## config.mk

```make
export PLATFORM = sky130hd
export DESIGN_NAME = flash_program_erase_guard
export DESIGN_NICKNAME = d
export VERILOG_FILES = /design/src/hw/flash_program_erase_guard.v
export VERILOG_INCLUDE_DIRS = /design/src /design/src/hw
export SDC_FILE = /design/constraint.sdc
export NUM_CORES = 1
export LEC_CHECK = 0
export BUFFER_PORTS_ARGS = -buffer_cell sky130_fd_sc_hd__buf_4
export CORE_MARGIN = 1.5
export CORE_UTILIZATION = 61
export DETAILED_ROUTE_END_ITERATION = 16
export PLACE_DENSITY = 0.86
export SYNTH_ARGS = -nofsm -noshare
export SYNTH_HDL_FRONTEND = slang
export SYNTH_SLANG_ARGS = --single-unit
```

## constraint.sdc

```tcl
create_clock -name pclk -period 3.65 [get_ports pclk]
set_clock_uncertainty 0.15 [all_clocks]
set_input_delay 0.365 -clock pclk [delete_from_list [all_inputs] [get_ports pclk]]
set_output_delay 0.365 -clock pclk [all_outputs]
set_load 0.005 [all_outputs]
```

## src/hw/flash_guard_map.vh

```
`ifndef FLASH_GUARD_MAP_VH
`define FLASH_GUARD_MAP_VH
// =====================================================================
// Register byte addresses
`define OFS_MODE_ENTRY      6'h00
`define OFS_DATA_CTL        6'h04
`define OFS_PE_MODE_CTL     6'h08
`define OFS_WB_ZERO         6'h0c
`define OFS_WB_ONE          6'h10
`define OFS_WB_HIGH         6'h14
`define OFS_WB_LOW          6'h18
`define OFS_COMMAND         6'h1c
`define OFS_STATUS          6'h20
`define OFS_WINDOW          6'h24
`define OFS_REJECT          6'h28
// =====================================================================
// Field positions and values
`define MODE_READ           16'h0000
`define DATA_CTL_OFF        8'h00
`define DATA_CTL_RST        8'h01
`define PE_MODE_RST         8'h00
`define BIT_DATA_EN         0
`define BIT_USER_PE_DIS     3
`define CMD_WINDOW_PROG     8'h01
`define CMD_STARTUP_PROG    8'h02
`define CMD_CYCLES          4'h4
`define WIN_RST_START       12'h000
`define WIN_RST_END         12'hfff
`define WB_RST              16'h0000
`define REJECT_RST          6'h00
`define CMD_LAST            4'h1
// =====================================================================
// Request operation codes
`define OP_READ             2'h0
`define OP_PROGRAM          2'h1
`define OP_ERASE            2'h2
// =====================================================================
// Reject reason bit positions
`define RJ_WINDOW           0
`define RJ_READ_MODE        1
`define RJ_DATA_DISABLE     2
`define RJ_USER_PE_DIS      3
`define RJ_DATA_EN          4
`define RJ_CMD              5
`endif

```

## src/hw/flash_program_erase_guard.v

```verilog
// Chosen here: the APB interface to the registers and the address map.
`timescale 1ns/100ps
`include "flash_guard_map.vh"
module flash_program_erase_guard (
    input  wire        pclk,
    input  wire        presetn,
    input  wire        nv_resetn,
    input  wire        variant_two,
    input  wire        psel,
    input  wire        penable,
    input  wire        pwrite,
    input  wire [5:0]  paddr,
    input  wire [31:0] pwdata,
    output wire [31:0] prdata,
    output wire        pready,
    output wire        pslverr,
    input  wire        req_valid,
    input  wire [1:0]  req_op,
    input  wire        req_data_area,
    input  wire [21:0] req_addr,
    output reg         req_grant,
    output reg         req_reject,
    output reg         boot_alternate
);

    // =================================================================
    // Volatile control registers
    // Two reset domains: presetn clears these, while the extra-area
    // storage below answers only to nv_resetn, so a warm reset never
    // loses the window or the boot choice.
    reg [15:0] mode_entry_q;
    reg [7:0]  data_ctl_q;
    reg [7:0]  pe_mode_q;
    reg [15:0] wb_zero_q;
    reg [15:0] wb_one_q;
    reg [15:0] wb_high_q;
    reg [15:0] wb_low_q;
    reg [5:0]  reject_q;
    reg [31:0] rdata_q;
    reg        cmd_busy_q;
    reg        cmd_swap_q;
    reg [3:0]  cmd_cnt_q;
    // Staged bounds, copied from the buffers when a command issues
    reg [11:0] stage_start_q;
    reg [11:0] stage_end_q;
    reg        boot_taken_q;
    // Extra-area storage, cleared only at power-on
    reg [11:0] win_start_q;
    reg [11:0] win_end_q;
    reg        nv_swap_q;

    // Decoded strobes and guard terms
    wire       apb_wr;
    wire       apb_rd;
    wire       hit;
    wire       pe_mode;
    wire       data_en;
    wire       access_disable;
    wire       user_pe_dis;
    wire       cmd_write;
    wire       cmd_known;
    wire       cmd_block;
    wire       cmd_done;
    wire [11:0] blk;
    wire       in_window;
    reg  [5:0] why;
    reg  [31:0] rd_mux;

    // =================================================================
    // APB slave: zero wait state, error on unmapped addresses
    // Read data is registered in the setup cycle, so prdata already
    // stands in the access cycle and no wait state is needed
    assign pready  = 1'b1;
    assign apb_wr  = psel & penable & pwrite;
    assign apb_rd  = psel & penable & ~pwrite;
    assign hit     = (paddr == `OFS_MODE_ENTRY) | (paddr == `OFS_DATA_CTL) |
                     (paddr == `OFS_PE_MODE_CTL) | (paddr == `OFS_WB_ZERO) |
                     (paddr == `OFS_WB_ONE) | (paddr == `OFS_WB_HIGH) |
                     (paddr == `OFS_WB_LOW) | (paddr == `OFS_COMMAND) |
                     (paddr == `OFS_STATUS) | (paddr == `OFS_WINDOW) |
                     (paddr == `OFS_REJECT);
    assign pslverr = psel & penable & ~hit;
    assign prdata  = rdata_q;

    // =================================================================
    // Protection conditions, each evaluated on its own
    // Each term is kept separate so one guard never masks another
    // in the reject reasons
    assign pe_mode        = (mode_entry_q != `MODE_READ);
    assign data_en        = data_ctl_q[`BIT_DATA_EN];
    assign access_disable = ~pe_mode &
                            (data_ctl_q == `DATA_CTL_OFF);
    assign user_pe_dis    = pe_mode_q[`BIT_USER_PE_DIS];

    // Block index: variant one compares ten bits, variant two twelve
    assign blk = variant_two ? req_addr[21:10] :
                 {2'b00, req_addr[19:10]};
    // End bound is exclusive, so start equal to end means no window
    // Limitation: the top block index can never lie inside a programmed window,
    // because a programmed end bound cannot point past it
    assign in_window = (blk >= win_start_q) & (blk < win_end_q);

    // =================================================================
    // Reasons for refusing the present request
    // Several reasons may be set at once, so software sees every guard
    // that fired; user-area reads are never refused.
    always @* begin
        why = 6'h00;
        if (req_data_area) begin
            if (req_op != `OP_READ && !pe_mode)
                why[`RJ_READ_MODE] = 1'b1;
            if (access_disable)
                why[`RJ_DATA_DISABLE] = 1'b1;
            if (!data_en)
                why[`RJ_DATA_EN] = 1'b1;
        end else if (req_op != `OP_READ) begin
            if (!pe_mode)
                why[`RJ_READ_MODE] = 1'b1;
            if (access_disable)
                why[`RJ_DATA_DISABLE] = 1'b1;
            if (user_pe_dis)
                why[`RJ_USER_PE_DIS] = 1'b1;
            if (!in_window)
                why[`RJ_WINDOW] = 1'b1;
        end
    end

    // =================================================================
    // Extra-area commands via the command register
    assign cmd_write = apb_wr & (paddr == `OFS_COMMAND);
    // Unknown codes are dropped without a reject reason
    assign cmd_known = (pwdata[7:0] == `CMD_WINDOW_PROG) |
                       (pwdata[7:0] == `CMD_STARTUP_PROG);
    // Refused when idle check fails: read mode or data access disabled
    // A command while busy is refused, not queued, so the staged
    // bounds of the running command can never be overwritten
    assign cmd_block = ~pe_mode | ~data_en | cmd_busy_q;
    assign cmd_done  = cmd_busy_q & (cmd_cnt_q == `CMD_LAST);

    // Grant or reject, one cycle after the request
    // Exactly one of the two answers pulses for each request
    always @(posedge pclk or negedge presetn) begin
        if (!presetn) begin
            req_grant  <= 1'b0;
            req_reject <= 1'b0;
        end else begin
            // Granted only with no reason set; nothing else moves
            req_grant  <= req_valid & (why == 6'h00);
            req_reject <= req_valid & (why != 6'h00);
        end
    end

    // Register writes and command sequencing
    // Writes to read-only or unmapped offsets fall through unchanged
    always @(posedge pclk or negedge presetn) begin
        if (!presetn) begin
            mode_entry_q  <= `MODE_READ;
            data_ctl_q    <= `DATA_CTL_RST;
            pe_mode_q     <= `PE_MODE_RST;
            wb_zero_q     <= `WB_RST;
            wb_one_q      <= `WB_RST;
            wb_high_q     <= `WB_RST;
            wb_low_q      <= `WB_RST;
            reject_q      <= `REJECT_RST;
            cmd_busy_q    <= 1'b0;
            cmd_swap_q    <= 1'b0;
            cmd_cnt_q     <= 4'h0;
            stage_start_q <= `WIN_RST_START;
            stage_end_q   <= `WIN_RST_END;
        end else begin
            if (apb_wr) begin
                if (paddr == `OFS_MODE_ENTRY)
                    mode_entry_q <= pwdata[15:0];
                else if (paddr == `OFS_DATA_CTL)
                    data_ctl_q <= pwdata[7:0];
                else if (paddr == `OFS_PE_MODE_CTL)
                    pe_mode_q <= pwdata[7:0];
                else if (paddr == `OFS_WB_ZERO)
                    wb_zero_q <= pwdata[15:0];
                else if (paddr == `OFS_WB_ONE)
                    wb_one_q <= pwdata[15:0];
                else if (paddr == `OFS_WB_HIGH)
                    wb_high_q <= pwdata[15:0];
                else if (paddr == `OFS_WB_LOW)
                    wb_low_q <= pwdata[15:0];
            end
            // Reject reasons are sticky; a new event beats the clear
            if (apb_wr && paddr == `OFS_REJECT)
                reject_q <= (reject_q & ~pwdata[5:0]) |
                            (req_valid ? why : 6'h00);
            else if (req_valid)
                reject_q <= reject_q | why;
            if (cmd_write && cmd_known && cmd_block)
                reject_q[`RJ_CMD] <= 1'b1;
            // Window bounds are latched from the buffers at issue
            // Buffers may be rewritten while busy; the staged copy
            // keeps the bounds that were issued
            if (cmd_write && cmd_known && !cmd_block) begin
                cmd_busy_q <= 1'b1;
                cmd_cnt_q  <= `CMD_CYCLES;
                cmd_swap_q <= (pwdata[7:0] == `CMD_STARTUP_PROG);
                if (variant_two) begin
                    stage_start_q <= wb_high_q[11:0];
                    stage_end_q   <= wb_low_q[11:0];
                end else begin
                    stage_start_q <= {2'b00, wb_zero_q[9:0]};
                    stage_end_q   <= {2'b00, wb_one_q[9:0]};
                end
            // Count down the busy time; the commit edge drops busy
            end else if (cmd_busy_q) begin
                cmd_cnt_q <= cmd_cnt_q - 4'h1;
                if (cmd_done)
                    cmd_busy_q <= 1'b0;
            end
        end
    end

    // =================================================================
    // Extra-area storage survives presetn; only power-on clears it.
    // Each field commits in one edge, so a reset mid-command leaves
    // the old value whole.
    // The presetn term stops a commit in a cycle in which the volatile
    // side is already held in reset.
    always @(posedge pclk or negedge nv_resetn) begin
        if (!nv_resetn) begin
            win_start_q <= `WIN_RST_START;
            win_end_q   <= `WIN_RST_END;
            nv_swap_q   <= 1'b0;
        end else if (cmd_done && presetn) begin
            if (cmd_swap_q)
                nv_swap_q <= ~nv_swap_q;
            else begin
                win_start_q <= stage_start_q;
                win_end_q   <= stage_end_q;
            end
        end
    end

    // Boot area is sampled once after reset release, not live, so a
    // swap only takes effect at the next reset
    // Trade-off: one extra flop keeps the boot choice steady while the
    // stored flag toggles during a running update
    always @(posedge pclk or negedge presetn) begin
        if (!presetn) begin
            boot_taken_q   <= 1'b0;
            boot_alternate <= 1'b0;
        end else if (!boot_taken_q) begin
            boot_taken_q   <= 1'b1;
            boot_alternate <= nv_swap_q;
        end
    end

    // =================================================================
    // Read data, registered at the setup phase
    // The command register and unmapped offsets read back zero
    always @* begin
        rd_mux = 32'h0000_0000;
        if (paddr == `OFS_MODE_ENTRY)
            rd_mux = {16'h0000, mode_entry_q};
        else if (paddr == `OFS_DATA_CTL)
            rd_mux = {24'h000000, data_ctl_q};
        else if (paddr == `OFS_PE_MODE_CTL)
            rd_mux = {24'h000000, pe_mode_q};
        else if (paddr == `OFS_WB_ZERO)
            rd_mux = {16'h0000, wb_zero_q};
        else if (paddr == `OFS_WB_ONE)
            rd_mux = {16'h0000, wb_one_q};
        else if (paddr == `OFS_WB_HIGH)
            rd_mux = {16'h0000, wb_high_q};
        else if (paddr == `OFS_WB_LOW)
            rd_mux = {16'h0000, wb_low_q};
        // Status bits are live; reading never clears anything
        else if (paddr == `OFS_STATUS)
            rd_mux = {26'h0, access_disable, pe_mode, nv_swap_q,
                      boot_alternate, cmd_swap_q, cmd_busy_q};
        else if (paddr == `OFS_WINDOW)
            rd_mux = {4'h0, win_end_q, 4'h0, win_start_q};
        else if (paddr == `OFS_REJECT)
            rd_mux = {26'h0, reject_q};
    end

    // Loaded only in a read setup cycle, so prdata stands until the
    // next read starts
    always @(posedge pclk or negedge presetn) begin
        if (!presetn)
            rdata_q <= 32'h0000_0000;
        else if (psel && !penable && !pwrite)
            rdata_q <= rd_mux;
    end

endmodule

```

# After elaboration in Yosys (flattened, before gate mapping)
# Index checks and enable logic that the tools add are counted.
[word_totals]
wordCells = 138
input_bits = 71
out_inout_bits = 37
regBits = 193
[classes]
mux = 33
order_cmp = 2
n_eq_ne = 13
addsub = 1
reduce_logical = 30
bitwise = 37
[op_table]
columns = ["cell", "n"]
rows = [
  ["$mux W28", 9],
  ["$mux W12", 3],
  ["$eq A6 B5 Y1 const B", 4],
  ["$eq A6 B6 Y1 const B", 3],
  ["$mux W6", 3],
  ["$reduce_bool A16 Y1", 1],
  ["$mux W1", 13],
  ["$or A1 B1 Y1", 13],
  ["$eq A6 B4 Y1 const B", 2],
  ["$ge A12 B12 Y1", 1],
  ["$logic_not A6 Y1", 2],
  ["$lt A12 B12 Y1", 1],
  ["$mux W4", 3],
  ["$or A6 B5 Y6", 2],
  ["$not A1 Y1", 11],
  ["$and A1 B1 Y1", 9],
  ["$eq A8 B1 Y1 const B", 1],
  ["$eq A8 B2 Y1 const B", 1],
  ["$logic_and A1 B1 Y1", 8],
  ["$logic_not A8 Y1", 1],
  ["$reduce_and A8 Y1", 1],
  ["$reduce_and A7 Y1", 1],
  ["$and A6 B6 Y6", 1],
  ["$eq A6 B3 Y1 const B", 1],
  ["other kinds (14)", 21],
]

# Logic depth before layout (Yosys ltp)
[depth]
depth_word = 13
mapped_depth = 9
depth_no_buf = 7

# Least setup slack after synthesis
# Ideal clock, no wire load.
[synth_path]
path_kind = "input -> register"
start = "in variant_two"
end = "reg req_grant"
arrival_time_ns = 2.284
path_buffers = 2
required_ns = 3.368
path_stages = 9
setup_ns = 0.132
slack_ns = 1.084
path_cell_list = "clkbuf_1 > clkbuf_1 > and2_1 > ha_1 > a2111oi_0 > o21ai_0 > or4_1 > o32ai_1 > nor4bb_1"
[synth_via]
elab_chain_len = 8
elab_cells_between_ends = 9
classes_between = "2 x order compare; 4 x mux; 2 x bitwise; 1 x reduce/logical"
[synth_rtl]
columns = ["item", "line", "text"]
rows = [
  ["from (decl)", "flash_program_erase_guard.v:8", "input wire variant_two,"],
  ["$mux W12 *", "flash_program_erase_guard.v:96", "assign blk = variant_two ? req_addr[21:10] :"],
  ["$ge A12 B12 Y1 or $lt A12 B12 Y1 (tied branches)", "flash_program_erase_guard.v:101", "assign in_window = (blk >= win_start_q) & (blk < win_end_q);"],
  ["$and A1 B1 Y1 *", "flash_program_erase_guard.v:101", ""],
  ["$mux W1 *", "flash_program_erase_guard.v:123", "if (!in_window)"],
  ["$mux W4 *", "flash_program_erase_guard.v:116", "end else if (req_op != `OP_READ) begin"],
  ["$mux W1 *", "flash_program_erase_guard.v:109", "if (req_data_area) begin"],
  ["$logic_not A6 Y1 *", "flash_program_erase_guard.v:148", "req_grant <= req_valid & (why == 6'h00);"],
  ["$and A1 B1 Y1 *", "flash_program_erase_guard.v:148", ""],
  ["to (signal assigned)", "flash_program_erase_guard.v:148", ""],
  ["to (decl)", "flash_program_erase_guard.v:21", "output reg req_grant,"],
]
# Mark *: on every way between the ends. The rest lies on a longest branch, timed or not.
# A chain may end at the register's enable or synchronous reset.

# Final worst setup path
[layout_path]
start = "reg mode_entry_q[8]"
end = "reg stage_start_q[9]"
[layout_via]
elab_chain_len = 6
[layout_rtl]
columns = ["item", "line", "text"]
rows = [
  ["from (decl)", "flash_program_erase_guard.v:31", "reg [15:0] mode_entry_q;"],
  ["from (signal assigned)", "flash_program_erase_guard.v:157", "mode_entry_q <= `MODE_READ;"],
  ["from (signal assigned)", "flash_program_erase_guard.v:173", "mode_entry_q <= pwdata[15:0];"],
  ["$reduce_bool A16 Y1 (no source line)", "--", ""],
  ["$not A1 Y1", "flash_program_erase_guard.v:137", "assign cmd_block = ~pe_mode | ~data_en | cmd_busy_q;"],
  ["$or A1 B1 Y1 (2 in a row)", "flash_program_erase_guard.v:137", ""],
  ["$logic_not A1 Y1", "flash_program_erase_guard.v:198", "if (cmd_write && cmd_known && !cmd_block) begin"],
  ["$logic_and A1 B1 Y1", "flash_program_erase_guard.v:198", ""],
  ["to (signal assigned)", "flash_program_erase_guard.v:168", "stage_start_q <= `WIN_RST_START;"],
  ["to (signal assigned)", "flash_program_erase_guard.v:203", "stage_start_q <= wb_high_q[11:0];"],
  ["to (signal assigned)", "flash_program_erase_guard.v:206", "stage_start_q <= {2'b00, wb_zero_q[9:0]};"],
  ["to (decl)", "flash_program_erase_guard.v:44", "reg [11:0] stage_start_q;"],
]
# Every way passes these cells.

==> summary.txt <==
status - finished, final reports clean
Hold Fails Final Rpt - 0
CTS sink count - 189
maximum capacitance violations - 0
clk buf depth - 2
PwrDens - 427 nW/um^2
WS Path Type - reg2reg
utilization after layout - 72.1%
post-CTS setup buffer count - 0
# fillers - 1093
area added between synthesis and finish - 14.4%
Leak - 5.31 nW
required time worst endpoint - 3830 ps
total CTS buffers - 17
sw frac - 24.9%
Tightest Pin Transition - 1180 ps
max_slew headroom - 21.5%
Skew-Pair Late Insertion Delay - 440 ps
final instance area - 11100 um^2
n_diodes - 0
Residual DRC - 0
synthesized instance count - 853
Core Rows - 45
area occupied by multi-input gates - 4550 um^2
crit start category - register
Vias per Instance - 6.32
timing-limited maximum frequency - 375 MHz
wire length per cell - 22.1 um
die extent in x - 129 um
worst slack at placement - 943 ps
PnR Total Power - 4.73 mW
switching power - 1.18 mW
most frequent cells after synthesis - 164 x dfrtp_1, 142 x mux2_2, 73 x nand2_1
clock root buffer - clkbuf_16
DRT Wirelength - 25200 um
Core ar. - 15400 um^2
Post-DP Area - 10400 um^2
CP Launch Point - mode_entry_q[8]
worst setup margin - 983 ps
port bufs - 76
share of synthesized registers carrying an async set or reset - 100%
Final Hold Slack - 35.4 ps
largest net degree at the start of global routing - 139
Non-Filler Instances - 1140
setup TNS - 0 ps
worst r2r src - mode_entry_q[8]
Initial Util - 63.0%
critical path capture point type - register
Max Slew Vio Count - 0
post-DP HPWL - 16800 um
CTS tree - built
RSZ-0062 raised after global routing - false
antenna viol nets, final - 0
RePlAce Congestion - 0.891
Die Y - 129 um
first-pass GRT wire length - 39900 um
drt first pass iters - 5
count of final setup violators - 0
Clock power frac - 42.8%
share of cells above drive strength 1 - 35.3%
worst min-delay path class - in2reg
sequential share of the synthesized area - 49.1%
largest area contributor in the netlist - dfrtp_1
most common cell in the netlist - dfrtp_1
IO Pins - 108
Synth area leaders - dfrtp_1 42%, mux2_2 17%, dfstp_2 6.8%
share of the synthesized area in the top cell type - 42.4%
Via Count - 7207
initial antenna violation count - 0
number of synthesized register bits - 189
Power Internal - 3.55 mW
VDD IR-drop max - 0.370 mV
Reg area - 4760 um^2
die area - 16600 um^2
Most used DFF post-synth - dfrtp_1
Tmin final - 2670 ps
gr usage total - 32.0%
Cells after DPL - 1106
combinational share of power - 10.0%
Synth Warn # - 0
Iteration-0 DRC Markers - 527
post-layout net count - 1010
Worst Path Max Fanout - 17
fin crit share - 73.1%
number of enable flip-flop cells after synthesis - 0
crit path DAT - 2850 ps
Reg power frac - 47.2%
min-delay src - pwdata[15]
Synth Cell Area - 9690 um^2
Reg clk slew, reported paths - 70 ps
Remaining Overflow, GRT - 0
CTS H-Tree Depth - 4
post-synth cell types - 69
vias in the first global route - 7314
syn avg cell area - 11.4 um^2
worst max-delay path, stage by stage (launching register included):
cell and delay [ps]:
dfrtp_1 400, nor4_1 550, nand4_1 480, nand4_2 260, buf_4 360, mux2_4 340
logic make-up after synthesis:
kind of cell             after synthesis  share of synthesized area, %
buffers and inverters                 88                          4.08
AO/OA/AOI/OAI                        162                          10.8
adder cells (fa/ha/maj)               23                          2.97
multiplexers                         179                          21.5
AND/OR/NAND/NOR                      205                          10.9
flip-flops                           189                          49.1
other                                  2                        0.0775
XOR/XNOR                               5                         0.452
area by class of cell:
type | instances | area share (%)
clock inverters | 14 | 1.90
clock buffers | 18 | 3.96
well taps | 211 | 2.38
flip-flops and latches | 189 | 42.9
multi-input cells | 580 | 41.0
inverters | 35 | 1.19
repair buffers | 93 | 6.60
placed cells by master, fill, tap and decap left out, types with 12 or more instances in the layout:
| cell | n |
|---|---|
| a21oi_1 | 36 |
| buf_4 | 88 |
| clkbuf_16 | 17 |
| dfrtp_1 | 164 |
| dfstp_2 | 25 |
| ha_1 | 23 |
| inv_1 | 33 |
| mux2_2 | 142 |
| mux2_4 | 21 |
| mux2i_1 | 15 |
| nand2_1 | 73 |
| nand2b_1 | 12 |
| nand3_1 | 20 |
| nor2_1 | 32 |
| nor2b_1 | 13 |
| o21ai_0 | 43 |
| o22ai_1 | 12 |
metal layers:
metal	up-vias	GRT usage (%)	routed length (um)
li1	3204	-	-
met1	3579	41.6	10400
met2	334	52.0	12200
met3	90	5.95	1530
met4	0	15.9	1080
met5	-	0	0
what timing repair did:
action,4_1_cts,5_1_grt
hold buffers,2,0
hold endpoints to repair,51,0
gates resized for setup,0,0
final timing paths:
path	depth (start not counted)	end	slack, ps
worst max-delay path	5	stage_start_q[9]	980
worst min-delay path	2	wb_low_q[15]	40
worst max register to register	5	stage_start_q[9]	980
worst min register to register	2	prdata[24]	320
max in group asynchronous	3	data_ctl_q[7]	2080
min in group asynchronous	2	prdata[16]	200
power by group through the flow:
| stage | clock [mW] | combinational, mW | sequential [mW] |
|---|---|---|---|
| 6_report | 2.03 | 0.475 | 2.23 |
| 5_1_grt | 2.11 | 0.519 | 2.24 |
| 4_1_cts | 2.03 | 0.471 | 2.23 |
| 3_5_place_dp | 0 | 0.462 | 2.27 |
| 3_3_place_gp | 0 | 0.450 | 2.26 |
| 2_1_floorplan | 0 | 0.256 | 2.25 |
state kept, by name (all words and copies together), names as in the netlist, 8 cells and up:
name / cells
win_start_q: 12
mode_entry_q: 16
win_end_q: 12
data_ctl_q: 8
stage_start_q: 12
stage_end_q: 12
wb_one_q: 16
pe_mode_q: 8
wb_high_q: 16
wb_zero_q: 16
prdata: 28
wb_low_q: 16
(Power assumes the default switching activity.)
